<file path="src/rtl/cdr_ctrl_pkg.sv">
// Shared constants for the recovered-clock lock, harmonic and squelch control
package cdr_ctrl_pkg;
    // Lock detector thresholds, in ppm of frequency error
    localparam logic [15:0] LOSS_ASSERT_PPM = 16'h03E8;
    localparam logic [15:0] LOSS_RELEASE_PPM = 16'h00FA;
    // Above this error the sweep uses the coarse step
    localparam logic [15:0] COARSE_BAND_PPM = 16'h0FA0;
    // Coarse oscillator tune code: bottom is the lowest rate of the range
    localparam logic [15:0] TUNE_MIN = 16'h0000;
    localparam logic [15:0] TUNE_MAX = 16'hFFFF;
    localparam logic [15:0] TUNE_STEP_LARGE = 16'h0100;
    localparam logic [15:0] TUNE_STEP_SMALL = 16'h0001;
    // Transitions without a one-bit run before a lower harmonic is declared
    localparam int HARM_EDGES = 16384;
    // Control A field positions
    localparam int CA_REF_EN = 0;
    localparam int CA_FINE_RB = 1;
    localparam int CA_RATIO_LSB = 2;
    localparam int CA_RATIO_MSB = 5;
    localparam int CA_RANGE_LSB = 6;
    localparam int CA_RANGE_MSB = 7;
    // Control B and C field positions
    localparam int CB_STICKY_CLR = 6;
    localparam int CB_PIN_STATIC = 7;
    localparam int CC_SQ_OR = 1;
    // Status field position
    localparam int ST_STICKY_LOSS = 4;
    localparam logic [7:0] STATUS_RESET = 8'h00;
    localparam int SYNC_STAGES = 2;
    typedef enum logic {LOCK_ACQUIRE, LOCK_TRACK} lock_state_e;
endpackage : cdr_ctrl_pkg

</file>
<file path="src/rtl/cdr_lock_detect_squelch.sv">
// Lock detector, acquisition sweep, harmonic detector and squelch control
//
// Function
// (RULE_01) Lock to any rate without reference
// (RULE_02) Error above 1000 ppm asserts loss of lock
// (RULE_03) Acquisition restarts tune at range bottom
// (RULE_04) Coarse then fine steps; release within 250
// (RULE_05) Release hands over to phase tracking
// (RULE_06) Loss of lock shows hysteresis
// (RULE_07) Control A bit 0 selects reference mode
// (RULE_08) Host programs range and ratio first
// (RULE_09) Reference mode compares divided clocks
// (RULE_10) Sticky status bit 4 set on loss
// (RULE_11) Write 1 then 0 clears sticky bit
// (RULE_12) Control B bit 7 selects pin source
// (RULE_13) Lower harmonic forces reacquisition
// (RULE_14) Harmonic detection within 16384 transitions
// (RULE_15) Higher harmonic is ordinary loss of lock
// (RULE_16) Harmonic detector off in reference mode
// (RULE_17) Squelch mode 0 zeroes clock and data
// (RULE_18) Squelch mode 1 splits data and clock
// (RULE_19) Host never sets reference and readback together
// (RULE_20) Host retoggles reference enable after changes
// (RULE_21) Squelch synchronised; no runt clock pulses
`timescale 1ns/1ps
`default_nettype none
module cdr_lock_detect_squelch
    import cdr_ctrl_pkg::*;
#(
    parameter int HARM_EDGE_LIMIT = HARM_EDGES
) (
    input wire logic clk_sys,
    input wire logic sys_rst,
    input wire logic [7:0] control_a_register,
    input wire logic [7:0] control_b_register,
    input wire logic [7:0] control_c_register,
    input wire logic [15:0] data_err_ppm,
    input wire logic data_osc_slow,
    input wire logic data_valid,
    input wire logic [15:0] ref_err_ppm,
    input wire logic ref_osc_slow,
    input wire logic bit_strobe,
    input wire logic rec_clk_in,
    input wire logic rec_data_in,
    input wire logic squelch_in,
    output logic [15:0] osc_tune,
    output logic fll_enable,
    output logic [1:0] ref_range,
    output logic [3:0] ref_ratio,
    output logic loss_of_lock_indicator,
    output logic [7:0] status_register,
    output logic recovered_clock_output,
    output logic recovered_data_output
);
    lock_state_e state_reg;
    logic lock_lost_reg;
    logic [15:0] osc_tune_reg;
    logic sticky_reg;
    logic clr_arm_reg;
    logic pin_reg;
    logic ref_mode_reg;
    logic [1:0] ref_range_reg;
    logic [3:0] ref_ratio_reg;
    logic prev_bit_reg;
    logic [1:0] run_len_reg;
    logic [14:0] harm_count_reg;
    logic harm_hit_reg;
    logic squelch_q;
    logic clk_kill_reg;
    logic clk_out_reg;
    logic data_out_reg;
    logic ref_mode;
    logic ref_start;
    logic [15:0] err_sel;
    logic osc_slow_sel;
    logic stream_ok;
    logic lose_lock;
    logic gain_lock;
    logic [16:0] tune_up;
    logic sticky_clear;
    logic data_kill;
    logic clk_kill_next;

    ////////////////////////////////////////////////////////////////////////////
    // Frequency comparison source
    ////////////////////////////////////////////////////////////////////////////

    assign ref_mode = control_a_register[CA_REF_EN]; // RULE_07
    assign ref_start = ref_mode && !ref_mode_reg;
    // Reference mode judges divided oscillator against divided reference
    assign err_sel = ref_mode ? ref_err_ppm : data_err_ppm; // RULE_09
    assign osc_slow_sel = ref_mode ? ref_osc_slow : data_osc_slow; // RULE_09
    // Without a reference, release waits for a live data stream
    assign stream_ok = ref_mode || data_valid; // RULE_01

    // A higher harmonic simply shows up as a large frequency error
    assign lose_lock = (err_sel > LOSS_ASSERT_PPM) || harm_hit_reg || ref_start; // RULE_02 RULE_15
    assign gain_lock = (err_sel <= LOSS_RELEASE_PPM) && stream_ok; // RULE_04 RULE_06

    always_ff @(posedge clk_sys) begin
        if (sys_rst) begin
            ref_mode_reg <= 1'b0;
            ref_range_reg <= 2'h0;
            ref_ratio_reg <= 4'h0;
        end else begin
            ref_mode_reg <= ref_mode;
            ref_range_reg <= control_a_register[CA_RANGE_MSB:CA_RANGE_LSB];
            ref_ratio_reg <= control_a_register[CA_RATIO_MSB:CA_RATIO_LSB];
        end
    end

    ////////////////////////////////////////////////////////////////////////////
    // Acquisition state and loss of lock with hysteresis
    ////////////////////////////////////////////////////////////////////////////

    always_ff @(posedge clk_sys) begin
        if (sys_rst) begin
            state_reg <= LOCK_ACQUIRE;
            lock_lost_reg <= 1'b1;
        end else begin
            unique case (state_reg)
                LOCK_ACQUIRE: begin
                    if (ref_start) begin
                        lock_lost_reg <= 1'b1;
                    end else if (gain_lock) begin
                        state_reg <= LOCK_TRACK; // RULE_05
                        lock_lost_reg <= 1'b0; // RULE_04
                    end
                end
                LOCK_TRACK: begin
                    if (lose_lock) begin
                        state_reg <= LOCK_ACQUIRE; // RULE_02 RULE_13
                        lock_lost_reg <= 1'b1;
                    end
                end
            endcase
        end
    end

    ////////////////////////////////////////////////////////////////////////////
    // Coarse oscillator sweep
    ////////////////////////////////////////////////////////////////////////////

    assign tune_up = {1'b0, osc_tune_reg} +
        {1'b0, (err_sel > COARSE_BAND_PPM) ? TUNE_STEP_LARGE : TUNE_STEP_SMALL};

    always_ff @(posedge clk_sys) begin
        if (sys_rst) begin
            osc_tune_reg <= TUNE_MIN;
        end else if ((state_reg == LOCK_TRACK && lose_lock) || ref_start) begin
            osc_tune_reg <= TUNE_MIN; // RULE_03
        end else if (state_reg == LOCK_ACQUIRE && !gain_lock) begin
            if (osc_slow_sel) begin
                // Saturate rather than wrap back to the bottom of the range
                osc_tune_reg <= tune_up[16] ? TUNE_MAX : tune_up[15:0]; // RULE_04
            end else if (osc_tune_reg != TUNE_MIN && err_sel > LOSS_RELEASE_PPM) begin
                osc_tune_reg <= osc_tune_reg - TUNE_STEP_SMALL;
            end
        end
    end

    ////////////////////////////////////////////////////////////////////////////
    // Sticky status and indicator pin
    ////////////////////////////////////////////////////////////////////////////

    // Clear fires on the 1-to-0 step of the clear bit
    assign sticky_clear = clr_arm_reg && !control_b_register[CB_STICKY_CLR]; // RULE_11

    always_ff @(posedge clk_sys) begin
        if (sys_rst) begin
            clr_arm_reg <= 1'b0;
            sticky_reg <= 1'b0;
        end else begin
            clr_arm_reg <= control_b_register[CB_STICKY_CLR];
            // A loss of lock in the clearing cycle still sets the bit
            if (lock_lost_reg) begin
                sticky_reg <= 1'b1; // RULE_10
            end else if (sticky_clear) begin
                sticky_reg <= 1'b0; // RULE_11
            end
        end
    end

    always_ff @(posedge clk_sys) begin
        if (sys_rst) begin
            pin_reg <= 1'b1;
        end else begin
            pin_reg <= control_b_register[CB_PIN_STATIC] ? sticky_reg : lock_lost_reg; // RULE_12
        end
    end

    ////////////////////////////////////////////////////////////////////////////
    // Lower harmonic detector
    ////////////////////////////////////////////////////////////////////////////

    // A true-rate stream keeps showing one-bit runs; a lower harmonic never does
    always_ff @(posedge clk_sys) begin
        if (sys_rst || ref_mode || state_reg == LOCK_ACQUIRE) begin
            prev_bit_reg <= 1'b0;
            run_len_reg <= 2'h0;
            harm_count_reg <= 15'h0000; // RULE_16
            harm_hit_reg <= 1'b0;
        end else begin
            harm_hit_reg <= 1'b0;
            if (bit_strobe) begin
                prev_bit_reg <= rec_data_in;
                if (rec_data_in != prev_bit_reg) begin
                    run_len_reg <= 2'h1;
                    if (run_len_reg == 2'h1) begin
                        harm_count_reg <= 15'h0000;
                    end else if (harm_count_reg == 15'(HARM_EDGE_LIMIT - 1)) begin
                        harm_count_reg <= 15'h0000;
                        harm_hit_reg <= 1'b1; // RULE_13 RULE_14
                    end else begin
                        harm_count_reg <= harm_count_reg + 15'h0001;
                    end
                end else if (run_len_reg != 2'h3) begin
                    run_len_reg <= run_len_reg + 2'h1;
                end
            end
        end
    end

    ////////////////////////////////////////////////////////////////////////////
    // Squelch of recovered clock and data
    ////////////////////////////////////////////////////////////////////////////

    level_sync u_squelch_sync (
        .clk_sys(clk_sys),
        .sys_rst(sys_rst),
        .async_in(squelch_in),
        .sync_out(squelch_q)
    ); // RULE_21

    assign data_kill = squelch_q; // RULE_17 RULE_18
    assign clk_kill_next = control_c_register[CC_SQ_OR] ? !squelch_q : squelch_q; // RULE_18

    // Clock gate only moves while the clock is low, so no pulse is ever cut short
    always_ff @(posedge clk_sys) begin
        if (sys_rst) begin
            clk_kill_reg <= 1'b1;
        end else if (!rec_clk_in) begin
            clk_kill_reg <= clk_kill_next; // RULE_21
        end
    end

    always_ff @(posedge clk_sys) begin
        if (sys_rst) begin
            clk_out_reg <= 1'b0;
            data_out_reg <= 1'b0;
        end else begin
            clk_out_reg <= rec_clk_in && !clk_kill_reg; // RULE_17
            data_out_reg <= rec_data_in && !data_kill; // RULE_17
        end
    end

    assign osc_tune = osc_tune_reg;
    assign fll_enable = lock_lost_reg; // RULE_05
    assign ref_range = ref_range_reg; // RULE_08
    assign ref_ratio = ref_ratio_reg; // RULE_08
    assign loss_of_lock_indicator = pin_reg;
    assign status_register = STATUS_RESET | (8'(sticky_reg) << ST_STICKY_LOSS);
    assign recovered_clock_output = clk_out_reg;
    assign recovered_data_output = data_out_reg;
endmodule : cdr_lock_detect_squelch
`default_nettype wire

</file>
<file path="src/rtl/level_sync.sv">
// Two-flop level synchroniser
`timescale 1ns/1ps
`default_nettype none
module level_sync (
    input wire logic clk_sys,
    input wire logic sys_rst,
    input wire logic async_in,
    output logic sync_out
);
    logic meta_reg;
    logic sync_reg;

    // First stage feeds only the second stage
    always_ff @(posedge clk_sys) begin
        if (sys_rst) begin
            meta_reg <= 1'b0;
            sync_reg <= 1'b0;
        end else begin
            meta_reg <= async_in;
            sync_reg <= meta_reg;
        end
    end

    assign sync_out = sync_reg;
endmodule : level_sync
`default_nettype wire

</file>
<file path="config.mk">
export PLATFORM = sky130hd
export DESIGN_NAME = cdr_lock_detect_squelch
export DESIGN_NICKNAME = d
export VERILOG_FILES = /design/src/rtl/cdr_ctrl_pkg.sv /design/src/rtl/cdr_lock_detect_squelch.sv /design/src/rtl/level_sync.sv
export SDC_FILE = /design/constraint.sdc
export NUM_CORES = 1
export LEC_CHECK = 0
export ABC_AREA = 1
export BUFFER_PORTS_ARGS = -buffer_cell sky130_fd_sc_hd__buf_4
export CAP_MARGIN = 20
export CORE_MARGIN = 10
export CORE_UTILIZATION = 30
export DETAILED_ROUTE_END_ITERATION = 6
export GPL_ROUTABILITY_DRIVEN = 0
export SLEW_MARGIN = 10
export SYNTH_ARGS = -nofsm -noshare
export SYNTH_HDL_FRONTEND = slang
export SYNTH_SLANG_ARGS = --single-unit
</file>
<file path="constraint.sdc">
create_clock -name clk_sys -period 3.7 [get_ports clk_sys]
set_input_delay 0.37 -clock clk_sys [delete_from_list [all_inputs] [get_ports clk_sys]]
set_output_delay 0.37 -clock clk_sys [all_outputs]
set_load 0.005 [all_outputs]
</file>
=== Word-level counts from Yosys, hierarchy flattened ===
Cells that the tools add are included.

* Register bits: 52
* Latch bits: 0
* RAM bits: 0
* ROM bits: 0
* Input port bits: 65
* Output and inout bits: 34
* Word-level logic and storage cells: 87
* Memories kept: 0

* $add $sub $neg: 4
* Multipliers: 0
* Divide/modulo/power cells: 0
* Magnitude comparators: 4
* Eq/ne operators: 6
* Shift-type cells: 0
* Mux-type cells: 23
* Bitwise gates (word level): 3
* Reduce and logical (&&, ||, !) cells: 29

{| class="wikitable"
|+ Operator list
! cell !! count
|-
| two-way mux 16 bit || 4
|-
| two-way mux 15 bit || 2
|-
| adder 16 x 9 -> 17 bit || 1
|-
| > comparator 16 x 10 -> 1 bit (second input constant) || 1
|-
| > comparator 16 x 12 -> 1 bit (second input constant) || 1
|-
| > comparator 16 x 8 -> 1 bit (second input constant) || 1
|-
| less-or-equal comparator 16 x 8 -> 1 bit (second input constant) || 1
|-
| nonzero test 16 bit || 1
|-
| subtractor 16 x 1 -> 16 bit (second input constant) || 1
|-
| adder 15 x 1 -> 15 bit (second input constant) || 1
|-
| equality test 15 x 14 -> 1 bit (second input constant) || 1
|-
| two-way mux 1 bit || 12
|-
| two-way mux 9 bit || 1
|-
| logical AND 1 bit || 8
|-
| AND reduction 2 bit || 4
|-
| logical OR 1 bit || 6
|-
| nonzero test 2 bit || 3
|-
| logical NOT 1 bit || 5
|-
| two-way mux 2 bit || 2
|-
| case mux 1 bit (2 select lines) || 2
|-
| OR reduction 4 bit || 1
|-
| inequality test 3 bit (second input constant) || 1
|-
| NOT 1 bit || 3
|-
| adder 2 x 1 -> 2 bit (second input constant) || 1
|-
| other kinds (5) || 5
|}

=== Longest topological paths before layout ===
* Depth in word-level cells: 7
* Mapped depth: 22
* Depth with buffers taken out: 21

=== Cells and area by module ===
Synthesis repeated with hierarchy kept, for this count alone.

* Cells, all modules: 561
* Area, all modules: 3425.8 sq um

{| class="wikitable"
|+ Modules (own cells, without submodules)
! module !! times used !! cells each !! area an instance (sq um) !! sequential area each (sq um)
|-
| cdr_lock_detect_squelch || 1 || 555 || 3370.7 || 1001.0
|-
| level_sync || 1 || 6 || 55.1 || 40.0
|}

=== Worst setup path after synthesis ===
OpenSTA, ideal clock, no wires.

* Kind: input port to flip-flop
* Start: input port control_a_register[0]
* End: register osc_tune_reg[4], in the netlist osc_tune[4]
* Library setup time: 70 ps
* Arrival: 2533 ps
* Required time: 3630 ps
* Path slack: 1097 ps
* Stages on the path: 18
* Buffers on the path: 1
* Cell sequence: buf_2 > o21ai_0 > nand4_1 > a21oi_1 > a21oi_1 > a21oi_1 > inv_1 > ha_1 > nand2_1 > nor2_1 > nand3_1 > nand2_1 > nand2_2 > nand2_1 > inv_1 > a21oi_1 > nand3_1 > a21oi_1

* Cells in the longest elaborated chain, start to end: 7
* Elaborated cells between the ends (all ways): 23
* Those cells by class: add/sub: 1; order compare: 4; mux: 5; reduce/logical: 13

{| class="wikitable"
|+ RTL lines
! what !! line !! source
|-
| from (decl) || cdr_lock_detect_squelch.sv:34 || <nowiki>input wire logic [7:0] control_a_register,</nowiki>
|-
| parallel branches: the longest is 7 deep, another holds adder 16 x 9 -> 17 bit || -- ||
|-
| to (signal assigned) || cdr_lock_detect_squelch.sv:155 || <nowiki>osc_tune_reg <= tune_up[16] ? TUNE_MAX : tune_up[15:0];</nowiki>
|-
| to (signal assigned) || cdr_lock_detect_squelch.sv:157 || <nowiki>osc_tune_reg <= osc_tune_reg - TUNE_STEP_SMALL;</nowiki>
|-
| to (decl) || cdr_lock_detect_squelch.sv:57 || <nowiki>logic [15:0] osc_tune_reg;</nowiki>
|}

Parallel ways; which one is timed is not known.
A chain may end at the register's enable or synchronous reset.

=== Worst setup path after layout ===
Same ends and word-level chain as after synthesis.

==> impl_metrics.py <==
metrics = {
    "routing": {
        "drt-wirelength-per-cell_um": 12.36,
        "routed.top_layer": "met4",
        "ant_nets": 0,
        "dr_wl_met3_um": 601,
        "wl_mm": 9.925,
        "drt-met1-wl_mm": 4.333,
        "dr.pass1.iters": 5,
        "post-route-drc-count": 0,
        "drtIter0Drc": 282,
        "wl_met2_mm": 4.918,
        "vias": 3745,
        "via_per_inst": 4.664,
    },
    "sta": {
        "fin_setup_tns_ns": 0,
        "fin_crit_ns": 3.172,
        "skew_ns": 0.008531,
        "rsz0062_at_grt": "false",
        "tightest_slew_ns": 0.6149,
        "hold_violations": 0,
        "slew_violations": 0,
        "setup_viol": 0,
        "max_freq_ghz": 0.3153,
        "relSlewSlack_pct": 58.69,
        "final.period_utilization_pct": 85.72,
        "layout_setup_ws_ns": 0.5282,
    },
    "cells_and_area": {
        "n_antenna_cell": 0,
        "drive_above_1_share_pct": 16.82,
        "nNetsFinal": 731,
        "fin_area_mm2": 0.004387,
        "largest_reg_flops": 16,
        "synthToLayoutAreaGrowth_pct": 23.06,
        "n_fill_cell": 1264,
    },
    "synth": {
        "synth_ff_type": "dfxtp_1",
        "yosys_register_bits": 52,
        "seq_area_frac_synth_pct": 29.20,
        "synth_area_mm2": 0.003565,
        "synthArstFlopShare_pct": 0,
        "synth.distinct_cells": 37,
        "synth_warnings": 0,
        "synthCells": 589,
        "syn_avg_cell_area_um2": 6.052,
        "synth_edf_count": 0,
    },
    "cts": {
        "clk_path_buf_depth": 2,
        "cts_tree": "built",
        "clk_latency_ns": 0.29,
        "root_buffer": "clkbuf_16",
        "ctsHoldBuffers": 0,
        "htreeDepth": 2,
        "cts_sinks": 52,
        "cts_setup_buffers": 0,
        "cts.repair.resized": 0,
        "cts_inserted_buffers": 5,
        "clk_pin_slew_worst_paths_ns": 0.07,
    },
    "global_routing": {
        "antenna_found_initial": 0,
        "grt-ovfl-total": 0,
        "grt_max_degree": 25,
        "grt_first_pass_wirelength_mm": 16.46,
        "grtUsageTotal_pct": 11.71,
        "grt_pass1_vias": 3539,
    },
    "floorplanning": {
        "die_area_mm2": 0.01664,
        "rows": 39,
        "initial_core_util_pct": 30.95,
        "io_pins": 99,
        "fp.dieW_um": 129.0,
        "core_mm2": 0.01152,
        "die-height_um": 129.0,
    },
    "setup_path": {
        "critical-path-top-delay-family": "simple AND/OR/NAND/NOR gates",
        "cpPeakStageDelay_ns": 0.34,
        "crit_chain": "buf_4, inv_2, nand2_1, nand2_1, nor2_1, nand4_1, a21oi_1, a21oi_1, a21oi_1, inv_1, ha_1, nand2_1, nor2_1, nand3_1, nand2_1, nand2_2, nand2_1, inv_1, a21oi_1, nand3_1, a21oi_1",
        "worstPathArrival_ns": 3.39,
        "cp-end-kind": "flip-flop",
        "critPathKind": "in -> reg",
        "crit_fanout": 24,
        "crit_required_ns": 3.92,
        "cp-start-kind": "primary input",
        "cp.buffers_inverters": 4,
        "worst_path_max_delay_cell": "ha_1",
    },
    "run": {
        "max-cap-violations": 0,
    },
    "power": {
        "vdd_drop_max_mv": 0.2158,
        "p_leak_nw": 2.133,
        "power_mw": 2.131,
        "power_density_mw_per_mm2": 485.9,
    },
    "placement": {
        "placed_area_mm2": 0.004204,
        "preCtsSetupSlack_ns": 0.2461,
        "io_buffers": 77,
        "place_hpwl_mm": 7.887,
    },
    "outcome": {
        "status": "finished clean",
    },
    "hold_path": {
        "holdCritPathClass": "in -> reg",
    },
}
worst min-delay path, stage by stage:
cell and delay, ns:
buf_4 0.07, inv_1 0.03, nor2_1 0.06
layer usage:
| metal | up-vias | global-route usage [%] |
|---|---|---|
| met5 | - | 0 |
| met2 | 89 | 20.87 |
| li1 | 1967 | - |
| met1 | 1680 | 14.14 |
| met4 | 0 | 2.341 |
| met3 | 9 | 2.546 |
final timing paths:
check | startpoint | slack, ns | depth (start not counted) | to
worst max-delay path | control_a_register[0] | 0.53 | 21 | osc_tune[4]
worst min-delay path | control_a_register[6] | 0.28 | 3 | ref_range[0]
worst min register to register | u_squelch_sync.meta_reg | 0.42 | 2 | u_squelch_sync.sync_out
worst max register to register | osc_tune[0] | 1.57 | 12 | osc_tune[14]
area by class of cell:
| class | count | area (um2) | area share [%] |
|---|---|---|---|
| clock buffer | 7 | 152.6 | 3.480 |
| clock inverter | 1 | 30.03 | 0.6845 |
| tap | 143 | 178.9 | 4.079 |
| sequential | 52 | 1041 | 23.73 |
| timing repair buffer | 79 | 593.1 | 13.52 |
| inverter | 80 | 302.8 | 6.902 |
| multi-input combinational | 441 | 2088 | 47.60 |
cells in the final DEF, fill, tap and decap left out, drive strengths merged:
master  netlist  final
a211oi        2      2
a21oi        38     38
a22oi         1      1
a41oi         1      1
and3          1      1
buf          19     79
bufinv        0      1
clkbuf        3      7
conb          1      7
dfxtp        52     52
ha            7      7
inv          80     80
nand2       191    191
nand3        49     49
nand3b        3      3
nand4         9      9
nor2         78     78
nor3         14     14
nor4          1      1
o211ai        1      1
o21ai        17     17
o21bai        2      2
or2           3      3
or3           1      1
xnor2         5      5
xor2         10     10
cells in the mapped netlist (2+ instances only):
cell type,number,area [um2]
inv_2,3,11.26
ha_1,7,87.58
xor2_1,10,87.58
clkbuf_1,3,11.26
nor3_1,14,70.07
a211oi_1,2,15.01
nand4_1,9,56.30
a21oi_2,9,78.83
buf_6,2,22.52
nand2_1,186,698.2
nand2_4,2,22.52
o21ai_0,15,75.07
a21oi_1,28,140.1
buf_2,4,20.02
nor2_2,2,12.51
o21ai_1,2,10.01
o21bai_1,2,15.01
nand3b_1,3,22.52
buf_4,11,82.58
nor2_1,76,285.3
xnor2_1,5,43.79
nand2_2,3,18.77
nand3_1,49,245.2
dfxtp_1,52,1041
or2_2,3,18.77
inv_1,76,285.3
per-stage QoR:
stage / utilization (%) / std cells / hold slack, ns
6_report: 38.09 / 803 / 0.2849
3_3_place_gp: 36.51 / 795 / 0.4010
5_1_grt: 38.09 / 803 / 0.2916
4_1_cts: 38.09 / 803 / 0.2789
2_1_floorplan: - / 595 / 0.3883
3_5_place_dp: 36.51 / 795 / 0.4078
power breakdown:
part           internal (mW)  switching, mW
Sequential             0.612         0.0884
Clock                  0.356          0.197
Combinational          0.355          0.523
Total                   1.32          0.809
cells by family after synthesis:
| kind of cell | Yosys count | synth area share, % |
|---|---|---|
| simple gates | 350 | 41.21 |
| buf+inv | 102 | 12.85 |
| compound gates | 62 | 10.49 |
| flops | 52 | 29.20 |
| xor+xnor | 15 | 3.685 |
| fa+ha+maj | 7 | 2.457 |
| other cells | 1 | 0.1052 |
Power figures use the tool's default switching activity.
